File: config.mk
export PLATFORM = sky130hd
export DESIGN_NAME = pgr_power_ctrl
export DESIGN_NICKNAME = d
export VERILOG_FILES = /design/src/core/pgr_pkg.sv /design/src/core/pgr_signal_gate.sv /design/src/core/pgr_idle_counter.sv /design/src/core/pgr_power_ctrl.sv
export SDC_FILE = /design/constraint.sdc
export NUM_CORES = 1
export LEC_CHECK = 0
export ABC_CLOCK_PERIOD_IN_PS = 3000
export BUFFER_PORTS_ARGS = -buffer_cell sky130_fd_sc_hd__buf_2
export CAP_MARGIN = 20
export CORE_ASPECT_RATIO = 0.75
export CORE_MARGIN = 5
export CORE_UTILIZATION = 54
export CTS_CLUSTER_SIZE = 16
export DETAILED_ROUTE_END_ITERATION = 6
export HOLD_SLACK_MARGIN = 0.06
export PLACE_DENSITY = 0.8
export SYNTH_ARGS = -nofsm -noshare
export SYNTH_HDL_FRONTEND = slang
export SYNTH_SLANG_ARGS = --single-unit
File: constraint.sdc
create_clock -name clock -period 3 [get_ports clock]
set_clock_uncertainty 0.2 [all_clocks]
set_input_delay 0.6 -clock clock [delete_from_list [all_inputs] [get_ports clock]]
set_output_delay 0.6 -clock clock [all_outputs]
set_load 0.02 [all_outputs]
File: src/core/pgr_pkg.sv
// Constants, field layouts and carrier types of the power gating and reset block.
// Assumes one 100 MHz clock and a synchronous, active-high reset.
package pgr_pkg;

   // ****************************************
   // Register map
   // ****************************************
   localparam logic [7:0] PGR_ADDR_PRIMARY = 8'h00;
   localparam logic [7:0] PGR_ADDR_STROBE = 8'h01;
   localparam logic [7:0] PGR_ADDR_STATUS = 8'h02;
   localparam logic [7:0] PGR_REG_RESET = 8'h00;
   localparam logic [7:0] PGR_PRIMARY_MASK = 8'h3a;
   localparam logic [7:0] PGR_STROBE_MASK = 8'h3c;

   // ****************************************
   // Field positions
   // ****************************************
   localparam int PGR_POWER_DOWN_ENABLE_BIT = 1;
   localparam int PGR_FULL_SPEED_BIT = 3;
   localparam int PGR_ARRAY_CLOCK_GATE_BIT = 4;
   localparam int PGR_MACROCELL_CLOCK_GATE_BIT = 5;
   localparam int PGR_WR_GATE_BIT = 2;
   localparam int PGR_RD_GATE_BIT = 3;
   localparam int PGR_PROG_STORE_GATE_BIT = 4;
   localparam int PGR_ALE_GATE_BIT = 5;
   localparam int PGR_STATUS_FLAG_BIT = 0;
   localparam int PGR_STATUS_LOADED_BIT = 1;
   localparam int PGR_STATUS_READY_BIT = 2;
   localparam int PGR_STATUS_RESET_BIT = 3;
   localparam int PGR_STATUS_COUNT_LSB = 4;

   // ****************************************
   // Timing
   // ****************************************
   localparam int PGR_IDLE_WIDTH = 4;
   localparam int PGR_IDLE_LIMIT = 15;
   localparam int PGR_CLOCK_MHZ = 100;
   localparam int PGR_OPR_DELAY_NS = 200;
   localparam int PGR_CONFIG_LOAD_NS = 100;
   localparam int PGR_OPR_CYCLES = (PGR_OPR_DELAY_NS * PGR_CLOCK_MHZ + 999) / 1000;
   localparam int PGR_CONFIG_CYCLES = (PGR_CONFIG_LOAD_NS * PGR_CLOCK_MHZ + 999) / 1000;

   // ****************************************
   // Types
   // ****************************************
   typedef enum logic [3:0] {
      PGR_CONFIG = 4'h1,
      PGR_HOLD = 4'h2,
      PGR_SETTLE = 4'h4,
      PGR_RUN = 4'h8
   } pgr_state_e;

   typedef struct packed {
      logic [7:0] addr;
      logic [7:0] wdata;
      logic wr;
      logic rd;
   } pgr_bus_s;

   typedef struct packed {
      logic wr_n;
      logic rd_n;
      logic program_store_enable_n;
      logic ale;
   } pgr_host_s;

   typedef struct packed {
      logic flash_en;
      logic sram_en;
      logic io_en;
      logic ready;
   } pgr_mem_s;

endpackage

File: src/core/pgr_signal_gate.sv
// One blocking gate between a host signal and the logic array.
// Assumes the input is synchronous to the clock.
module pgr_signal_gate #(
   parameter logic IDLE = 1'b0
) (
   // Clock and reset
   input wire logic clock,
   input wire logic rst,
   input wire logic clk_en,
   // Gate
   input wire logic block,
   input wire logic sig_in,
   output logic sig_out
);

   typedef struct packed {
      logic out;
   } pgr_gate_s;

   pgr_gate_s st_reg;
   pgr_gate_s st_next;

   // ****************************************
   // Gate
   // ****************************************
   always_comb begin
      st_next = st_reg;
      if (clk_en) begin
         // Blocked input parks at its idle level so the array sees no toggles
         st_next.out = block ? IDLE : sig_in;
      end
   end

   always_ff @(posedge clock) begin
      if (rst) begin
         st_reg <= '{out: IDLE};
      end else begin
         st_reg <= st_next;
      end
   end

   assign sig_out = st_reg.out;

endmodule

File: src/core/pgr_idle_counter.sv
// Idle counter that raises the power-down flag after a run of quiet clocks.
// Assumes tick and activity are one-cycle pulses from the parent.
module pgr_idle_counter #(
   parameter int WIDTH = pgr_pkg::PGR_IDLE_WIDTH,
   parameter int LIMIT = pgr_pkg::PGR_IDLE_LIMIT
) (
   // Clock and reset
   input wire logic clock,
   input wire logic rst,
   input wire logic clk_en,
   // Control
   input wire logic enable,
   input wire logic tick,
   input wire logic activity,
   input wire logic wake,
   // Result
   output logic [WIDTH-1:0] count,
   output logic flag
);

   initial begin
      if (LIMIT < 1 || LIMIT >= (1 << WIDTH)) begin
         $error("pgr_idle_counter: LIMIT does not fit WIDTH");
      end
   end

   localparam logic [WIDTH-1:0] LIMIT_V = WIDTH'(LIMIT);

   typedef struct packed {
      logic [WIDTH-1:0] cnt;
      logic flag;
   } pgr_idle_s;

   pgr_idle_s st_reg;
   pgr_idle_s st_next;

   // ****************************************
   // Counting
   // ****************************************
   always_comb begin
      st_next = st_reg;
      if (clk_en) begin
         if (!enable || activity || wake) begin
            st_next.cnt = '0;
            st_next.flag = 1'b0;
         end else if (tick && st_reg.cnt != LIMIT_V) begin
            st_next.cnt = st_reg.cnt + WIDTH'(1);
            st_next.flag = (st_reg.cnt + WIDTH'(1)) == LIMIT_V;
         end
      end
   end

   always_ff @(posedge clock) begin
      if (rst) begin
         st_reg <= '{cnt: '0, flag: 1'b0};
      end else begin
         st_reg <= st_next;
      end
   end

   assign count = st_reg.cnt;
   assign flag = st_reg.flag;

endmodule

File: src/core/pgr_power_ctrl.sv
// Power gating, idle power-down and reset sequencing of the peripheral module.
// Assumes all pins are synchronous to clock; rst is the power-on reset.
module pgr_power_ctrl #(
   parameter int OPR_CYCLES = pgr_pkg::PGR_OPR_CYCLES,
   parameter int CONFIG_CYCLES = pgr_pkg::PGR_CONFIG_CYCLES,
   parameter int BUS_WIDTH = 8
) (
   // Clock and reset
   input wire logic clock,
   input wire logic rst,
   input wire logic clk_en,
   // Register port
   input wire pgr_pkg::pgr_bus_s reg_bus,
   output logic [7:0] reg_rdata,
   // Host pins
   input wire logic reset_n_pin,
   input wire logic port_d_pin_two,
   input wire logic port_d_pin_one,
   input wire pgr_pkg::pgr_host_s host,
   input wire logic [BUS_WIDTH-1:0] host_bus,
   // Memory side
   output pgr_pkg::pgr_mem_s mem,
   output logic flash_read_cmd,
   output logic [BUS_WIDTH-1:0] mem_bus,
   // Logic array side
   output logic [BUS_WIDTH-1:0] logic_bus,
   output logic array_clock,
   output logic macrocell_clock,
   output pgr_pkg::pgr_host_s array_strobes,
   output logic logic_wake,
   output logic low_power_mode,
   output logic logic_outputs_valid,
   // Status
   output logic power_down_flag,
   output logic in_reset
);

   initial begin
      if (OPR_CYCLES < 1 || OPR_CYCLES > 65535) begin
         $error("pgr_power_ctrl: OPR_CYCLES out of range");
      end
      if (CONFIG_CYCLES < 1 || CONFIG_CYCLES > 65535) begin
         $error("pgr_power_ctrl: CONFIG_CYCLES out of range");
      end
      if (BUS_WIDTH < 1) begin
         $error("pgr_power_ctrl: BUS_WIDTH must be positive");
      end
   end

   localparam logic [15:0] OPR_LAST = 16'(OPR_CYCLES - 1);
   localparam logic [15:0] CONFIG_LAST = 16'(CONFIG_CYCLES - 1);

   // ****************************************
   // State
   // ****************************************
   typedef struct packed {
      pgr_pkg::pgr_state_e fsm;
      logic [15:0] timer;
      logic [7:0] primary;
      logic [7:0] strobe;
      logic [7:0] rdata;
      logic clk_prev;
      logic ale_prev;
      logic loaded;
      pgr_pkg::pgr_mem_s mem;
      logic flash_read;
      logic [BUS_WIDTH-1:0] mem_bus;
      logic [BUS_WIDTH-1:0] logic_bus;
      logic wake;
      logic low_power;
      logic in_reset;
   } pgr_ctrl_s;

   pgr_ctrl_s st_reg;
   pgr_ctrl_s st_next;

   logic idle_flag;
   logic [pgr_pkg::PGR_IDLE_WIDTH-1:0] idle_count;
   logic clk_tick;
   logic ale_activity;
   logic reset_asserted;
   logic selected;
   logic running;
   logic accept;
   logic [5:0] block_vec;
   logic [5:0] gate_in;
   logic [5:0] gate_out;

   // ****************************************
   // Pin events
   // ****************************************
   always_comb begin
      clk_tick = port_d_pin_one && !st_reg.clk_prev;
      ale_activity = host.ale != st_reg.ale_prev;
      reset_asserted = !reset_n_pin;
      selected = !port_d_pin_two;
      running = st_reg.fsm == pgr_pkg::PGR_RUN;
      // Register port answers only to a selected, running device
      accept = running && selected;
   end

   // ****************************************
   // Idle power-down counter
   // ****************************************
   pgr_idle_counter #(
      .WIDTH(pgr_pkg::PGR_IDLE_WIDTH),
      .LIMIT(pgr_pkg::PGR_IDLE_LIMIT)
   ) u_idle (
      .clock(clock),
      .rst(rst),
      .clk_en(clk_en),
      .enable(st_reg.primary[pgr_pkg::PGR_POWER_DOWN_ENABLE_BIT]),
      .tick(clk_tick),
      .activity(ale_activity),
      .wake(selected || reset_asserted),
      .count(idle_count),
      .flag(idle_flag)
   );

   // ****************************************
   // Signal blocking toward the logic array
   // ****************************************
   always_comb begin
      block_vec = '0;
      block_vec[0] = st_reg.primary[pgr_pkg::PGR_ARRAY_CLOCK_GATE_BIT];
      block_vec[1] = st_reg.primary[pgr_pkg::PGR_MACROCELL_CLOCK_GATE_BIT];
      block_vec[2] = st_reg.strobe[pgr_pkg::PGR_WR_GATE_BIT];
      block_vec[3] = st_reg.strobe[pgr_pkg::PGR_RD_GATE_BIT];
      block_vec[4] = st_reg.strobe[pgr_pkg::PGR_PROG_STORE_GATE_BIT];
      block_vec[5] = st_reg.strobe[pgr_pkg::PGR_ALE_GATE_BIT];
      gate_in = {host.ale, host.program_store_enable_n, host.rd_n, host.wr_n, port_d_pin_one,
         port_d_pin_one};
   end

   // Blocked strobes park inactive: active-low ones high, latch strobe low
   localparam logic [5:0] GATE_IDLE = 6'h1c;

   genvar gi;
   generate
      for (gi = 0; gi < 6; gi++) begin : g_gate
         pgr_signal_gate #(
            .IDLE(GATE_IDLE[gi])
         ) u_gate (
            .clock(clock),
            .rst(rst),
            .clk_en(clk_en),
            .block(block_vec[gi]),
            .sig_in(gate_in[gi]),
            .sig_out(gate_out[gi])
         );
      end
   endgenerate

   // ****************************************
   // Next state
   // ****************************************
   always_comb begin
      st_next = st_reg;
      if (clk_en) begin
         st_next.clk_prev = port_d_pin_one;
         st_next.ale_prev = host.ale;
         st_next.rdata = 8'h00;

         // Reset sequencing
         unique case (st_reg.fsm)
            pgr_pkg::PGR_CONFIG: begin
               if (st_reg.timer == CONFIG_LAST) begin
                  st_next.loaded = 1'b1;
                  st_next.timer = 16'h0000;
                  st_next.fsm = reset_asserted ? pgr_pkg::PGR_HOLD : pgr_pkg::PGR_SETTLE;
               end else begin
                  st_next.timer = st_reg.timer + 16'h0001;
               end
            end
            pgr_pkg::PGR_HOLD: begin
               st_next.timer = 16'h0000;
               if (!reset_asserted) begin
                  st_next.fsm = pgr_pkg::PGR_SETTLE;
               end
            end
            pgr_pkg::PGR_SETTLE: begin
               if (reset_asserted) begin
                  st_next.fsm = pgr_pkg::PGR_HOLD;
                  st_next.timer = 16'h0000;
               end else if (st_reg.timer == OPR_LAST) begin
                  st_next.fsm = pgr_pkg::PGR_RUN;
                  st_next.timer = 16'h0000;
               end else begin
                  st_next.timer = st_reg.timer + 16'h0001;
               end
            end
            pgr_pkg::PGR_RUN: begin
               if (reset_asserted) begin
                  // One sampled cycle is enough for a warm reset
                  st_next.fsm = pgr_pkg::PGR_HOLD;
               end
            end
            default: begin
               st_next.fsm = pgr_pkg::PGR_CONFIG;
               st_next.timer = 16'h0000;
            end
         endcase

         // Flash forced to read mode for as long as any reset lasts
         st_next.flash_read = st_next.fsm != pgr_pkg::PGR_RUN;
         st_next.in_reset = st_next.fsm != pgr_pkg::PGR_RUN;

         // Register writes; power registers survive warm resets
         if (accept && reg_bus.wr) begin
            unique case (reg_bus.addr)
               pgr_pkg::PGR_ADDR_PRIMARY: begin
                  st_next.primary = reg_bus.wdata & pgr_pkg::PGR_PRIMARY_MASK;
               end
               pgr_pkg::PGR_ADDR_STROBE: begin
                  st_next.strobe = reg_bus.wdata & pgr_pkg::PGR_STROBE_MASK;
               end
               default: begin
               end
            endcase
         end

         // Register reads, answered in the next cycle only
         if (accept && reg_bus.rd) begin
            unique case (reg_bus.addr)
               pgr_pkg::PGR_ADDR_PRIMARY: begin
                  st_next.rdata = st_reg.primary;
               end
               pgr_pkg::PGR_ADDR_STROBE: begin
                  st_next.rdata = st_reg.strobe;
               end
               pgr_pkg::PGR_ADDR_STATUS: begin
                  st_next.rdata[pgr_pkg::PGR_STATUS_FLAG_BIT] = idle_flag;
                  st_next.rdata[pgr_pkg::PGR_STATUS_LOADED_BIT] = st_reg.loaded;
                  st_next.rdata[pgr_pkg::PGR_STATUS_READY_BIT] = st_reg.mem.ready;
                  st_next.rdata[pgr_pkg::PGR_STATUS_RESET_BIT] = st_reg.in_reset;
                  st_next.rdata[pgr_pkg::PGR_STATUS_COUNT_LSB +: pgr_pkg::PGR_IDLE_WIDTH] =
                     idle_count;
               end
               default: begin
                  st_next.rdata = 8'h00;
               end
            endcase
         end

         // Memory selection; logic keeps running whatever the select does
         st_next.mem.ready = running;
         st_next.mem.io_en = running && selected;
         st_next.mem.flash_en = running && selected && !idle_flag;
         st_next.mem.sram_en = running && selected && !idle_flag;

         // Bus blocking during power-down
         st_next.mem_bus = (idle_flag || !running) ? '0 : host_bus;
         st_next.logic_bus = idle_flag ? '0 : host_bus;

         // Speed mode and wake-up of the array
         st_next.low_power = st_reg.primary[pgr_pkg::PGR_FULL_SPEED_BIT];
         st_next.wake = clk_tick && !st_reg.primary[pgr_pkg::PGR_ARRAY_CLOCK_GATE_BIT]
            && !st_reg.primary[pgr_pkg::PGR_FULL_SPEED_BIT];
      end
   end

   // ****************************************
   // Registers
   // ****************************************
   always_ff @(posedge clock) begin
      if (rst) begin
         st_reg.fsm <= pgr_pkg::PGR_CONFIG;
         st_reg.timer <= 16'h0000;
         st_reg.primary <= pgr_pkg::PGR_REG_RESET;
         st_reg.strobe <= pgr_pkg::PGR_REG_RESET;
         st_reg.rdata <= 8'h00;
         st_reg.clk_prev <= 1'b0;
         st_reg.ale_prev <= 1'b0;
         st_reg.loaded <= 1'b0;
         st_reg.mem <= '0;
         st_reg.flash_read <= 1'b1;
         st_reg.mem_bus <= '0;
         st_reg.logic_bus <= '0;
         st_reg.wake <= 1'b0;
         st_reg.low_power <= 1'b0;
         st_reg.in_reset <= 1'b1;
      end else begin
         st_reg <= st_next;
      end
   end

   // ****************************************
   // Outputs
   // ****************************************
   assign reg_rdata = st_reg.rdata;
   assign mem = st_reg.mem;
   assign flash_read_cmd = st_reg.flash_read;
   assign mem_bus = st_reg.mem_bus;
   assign logic_bus = st_reg.logic_bus;
   assign array_clock = gate_out[0];
   assign macrocell_clock = gate_out[1];
   assign array_strobes = '{wr_n: gate_out[2], rd_n: gate_out[3],
                            program_store_enable_n: gate_out[4], ale: gate_out[5]};
   assign logic_wake = st_reg.wake;
   assign low_power_mode = st_reg.low_power;
   // Loaded once at power-on and kept through warm resets
   assign logic_outputs_valid = st_reg.loaded;
   assign power_down_flag = idle_flag;
   assign in_reset = st_reg.in_reset;

endmodule

==> impl_metrics.csv <==
group,metric,value,unit
grt,grt_first_pass_wirelength,13.0,mm
synth,synthFlopType,"dfxtp_1",
pwr,cellPowerDensity,524,mW/mm^2
sta,report.final.slew_viol_count,0,
clock_tree,cts_root_buf,"clkbuf_8",
drt,first_pass_iters,5,
synth,synth-seq-cells,72,
floorplanning,rows,25,
sta,relSlewSlack,41.8,%
clock_tree,numCtsBuffers,9,
synth,async_reset_ff_share,0,%
grt,grt_overflow,0,
cells_and_area,drive_above_1_share,26.2,%
drt,drtAntennaViolNets,0,
pwr,p_leak,1.66,nW
clock_tree,clk_pin_slew,0.07,ns
floorplanning,core_area,0.00632,mm^2
synth,synth_edf_count,0,
cells_and_area,area_growth,11.7,%
clock_tree,cts.sinks,72,
floorplanning,dieHeight,79.9,um
synth,seq_area_frac_synth,40.9,%
sta,rsz0062_at_grt,"no",
synth,yosys_warnings,0,
drt,route.detailed.drc,0,
placed_design,place.gp.congestion,0.784,
floorplanning,die_w,103,um
cells_and_area,nets,470,
synth,syn_nets,435,
worst_setup_path,r2r_slack,0.35,ns
worst_setup_path,start_kind,"flip-flop",
flow_run,cap_violations,0,
clock_tree,cts_tree,"yes",
clock_tree,clock_latency,0.35,ns
worst_setup_path,path_max_fanout,16,
clock_tree,postCtsResizedCells,0,
cells_and_area,largest_register_ffs,24,
clock_tree,clockBufferDepth,2,
drt,wl_per_cell,15.2,um
cells_and_area,antennaDiodeCount,0,
drt,vias_per_cell,5.40,
sta,tightestPinTransition,0.874,ns
sta,final-setup-viol-count,0,
grt,antenna_found_initial,0,
clock_tree,cts.htree.levels,3,
sta,finalSetupTns,0,ns
worst_setup_path,cp.required,3.00,ns
sta,period_minus_slack,2.65,ns
drt,dr.first_iter.drc_count,134,
sta,finalCritPeriodShare,88.3,%
drt,drt-total-wl,7.82,mm
grt,grt_pass1_vias,2727,
cells_and_area,post-route-util,62.2,%
outcome,status,"finished, final reports clean",
synth,synth_cells,395,
synth,synth_area_per_cell,8.91,um^2
drt,vias,2788,
placed_design,hpwl,5.74,mm
placed_design,io_buffers,72,
min_path,min_path_type,"reg -> reg",
worst_setup_path,crit_type,"reg -> reg",
grt,grt_max_degree,38,
synth,synth_area,0.00352,mm^2
floorplanning,pin_count,76,
floorplanning,start_util,55.7,%
clock_tree,ctsHoldBuffers,0,
grt,grt_usage,20.1,%
floorplanning,dieArea,0.00825,mm^2
worst_setup_path,worst_ep_arrival_time,2.65,ns
pwr,peakVddDrop,0.349,mV
sta,hold_violations,0,
sta,max_freq,0.378,GHz
synth,synth_cell_types,51,
clock_tree,post_cts_buffers,0,
worst_setup_path,end_kind,"flip-flop",
==> routing by layer <==
layer  vias up  global-route usage (%)  wire length (um)
met5         -                       0                 0
met3        13                    6.46               567
met1      1289                    27.4              3760
met2        80                    29.6              3370
met4         0                    7.63               129
li1       1406                       -                 -
==> final cells by class <==
class,count,area [um^2]
clock buffer,9,124
clock inverter,7,120
fill,562,2390
inverter,7,26.3
multi-input combinational,262,1710
sequential,72,1440
tap,81,101
timing repair buffer,78,405
==> through the flow <==
step	hold WS (ns)	cells	power [mW]	cell area [um^2]	setup WS (ns)
after floorplan	0.241	395	1.12	3520	0.719
after global placement	0.249	500	1.16	3690	0.374
after detailed placement	0.253	500	1.16	3690	0.315
after CTS	0.264	516	2.08	3930	0.306
after global routing	0.280	516	2.15	3930	0.131
final	0.264	516	2.06	3930	0.352
==> report_power, final <==
part | leakage [nW] | switching, mW | internal [mW]
Combinational | 0.956 | 0.0952 | 0.0573
Sequential | 0.584 | 0.0150 | 0.973
Clock | 0.119 | 0.365 | 0.553
==> cell usage in the layout, fill, tap and decap left out, types with 7 or more instances in the layout <==
master	n
buf_2	72
a22o_1	8
nor2_1	34
a21oi_1	25
and2_1	11
nand2_1	34
xor2_1	8
nand3_1	9
mux2i_1	16
nand3b_1	14
xnor2_1	10
dfxtp_1	72
or3_1	7
inv_1	7
o2bb2ai_1	8
o21ai_0	12
nor2_2	10
clkbuf_8	9
==> worst paths after layout <==
check / end / startpoint / depth (start not counted)
max: st_reg[53] / st_reg[60] / 5
min: logic_bus[2] / logic_bus[2] / 2
max reg2reg: st_reg[53] / st_reg[60] / 5
min reg2reg: logic_bus[2] / logic_bus[2] / 2
==> cells in the mapped netlist, drive strengths merged (9+ instances only) <==
library cell  count  area share [%]
dfxtp            72              41
nand2            34             3.6
clkbuf           19             2.0
nand3b           14             3.0
a21oi            25             3.6
mux2i            16             4.5
nor2             44             5.4
buf              35             7.6
and2             11             2.0
o21ai            13             1.8
xnor2            10             2.5
nand3             9             1.3
==> kinds of logic after synthesis <==
| family | count (synthesis) | share of synthesized area (%) |
|---|---|---|
| multiplexers | 16 | 4.55 |
| buffers and inverters | 61 | 10.4 |
| adder cells (fa/ha/maj) | 4 | 1.42 |
| XOR/XNOR | 18 | 4.48 |
| AO/OA/AOI/OAI | 66 | 12.6 |
| AND/OR/NAND/NOR | 158 | 25.7 |
| flip-flops | 72 | 40.9 |
==> worst max-delay path, cell delays in order, from the launching register on <==
cell and delay (ns):
dfxtp_1 0.36, or4_1 0.63, nor4_4 0.32, o22ai_2 0.15, o31ai_4 0.73, nor2_1 0.12
Power figures use the tool's default switching activity.
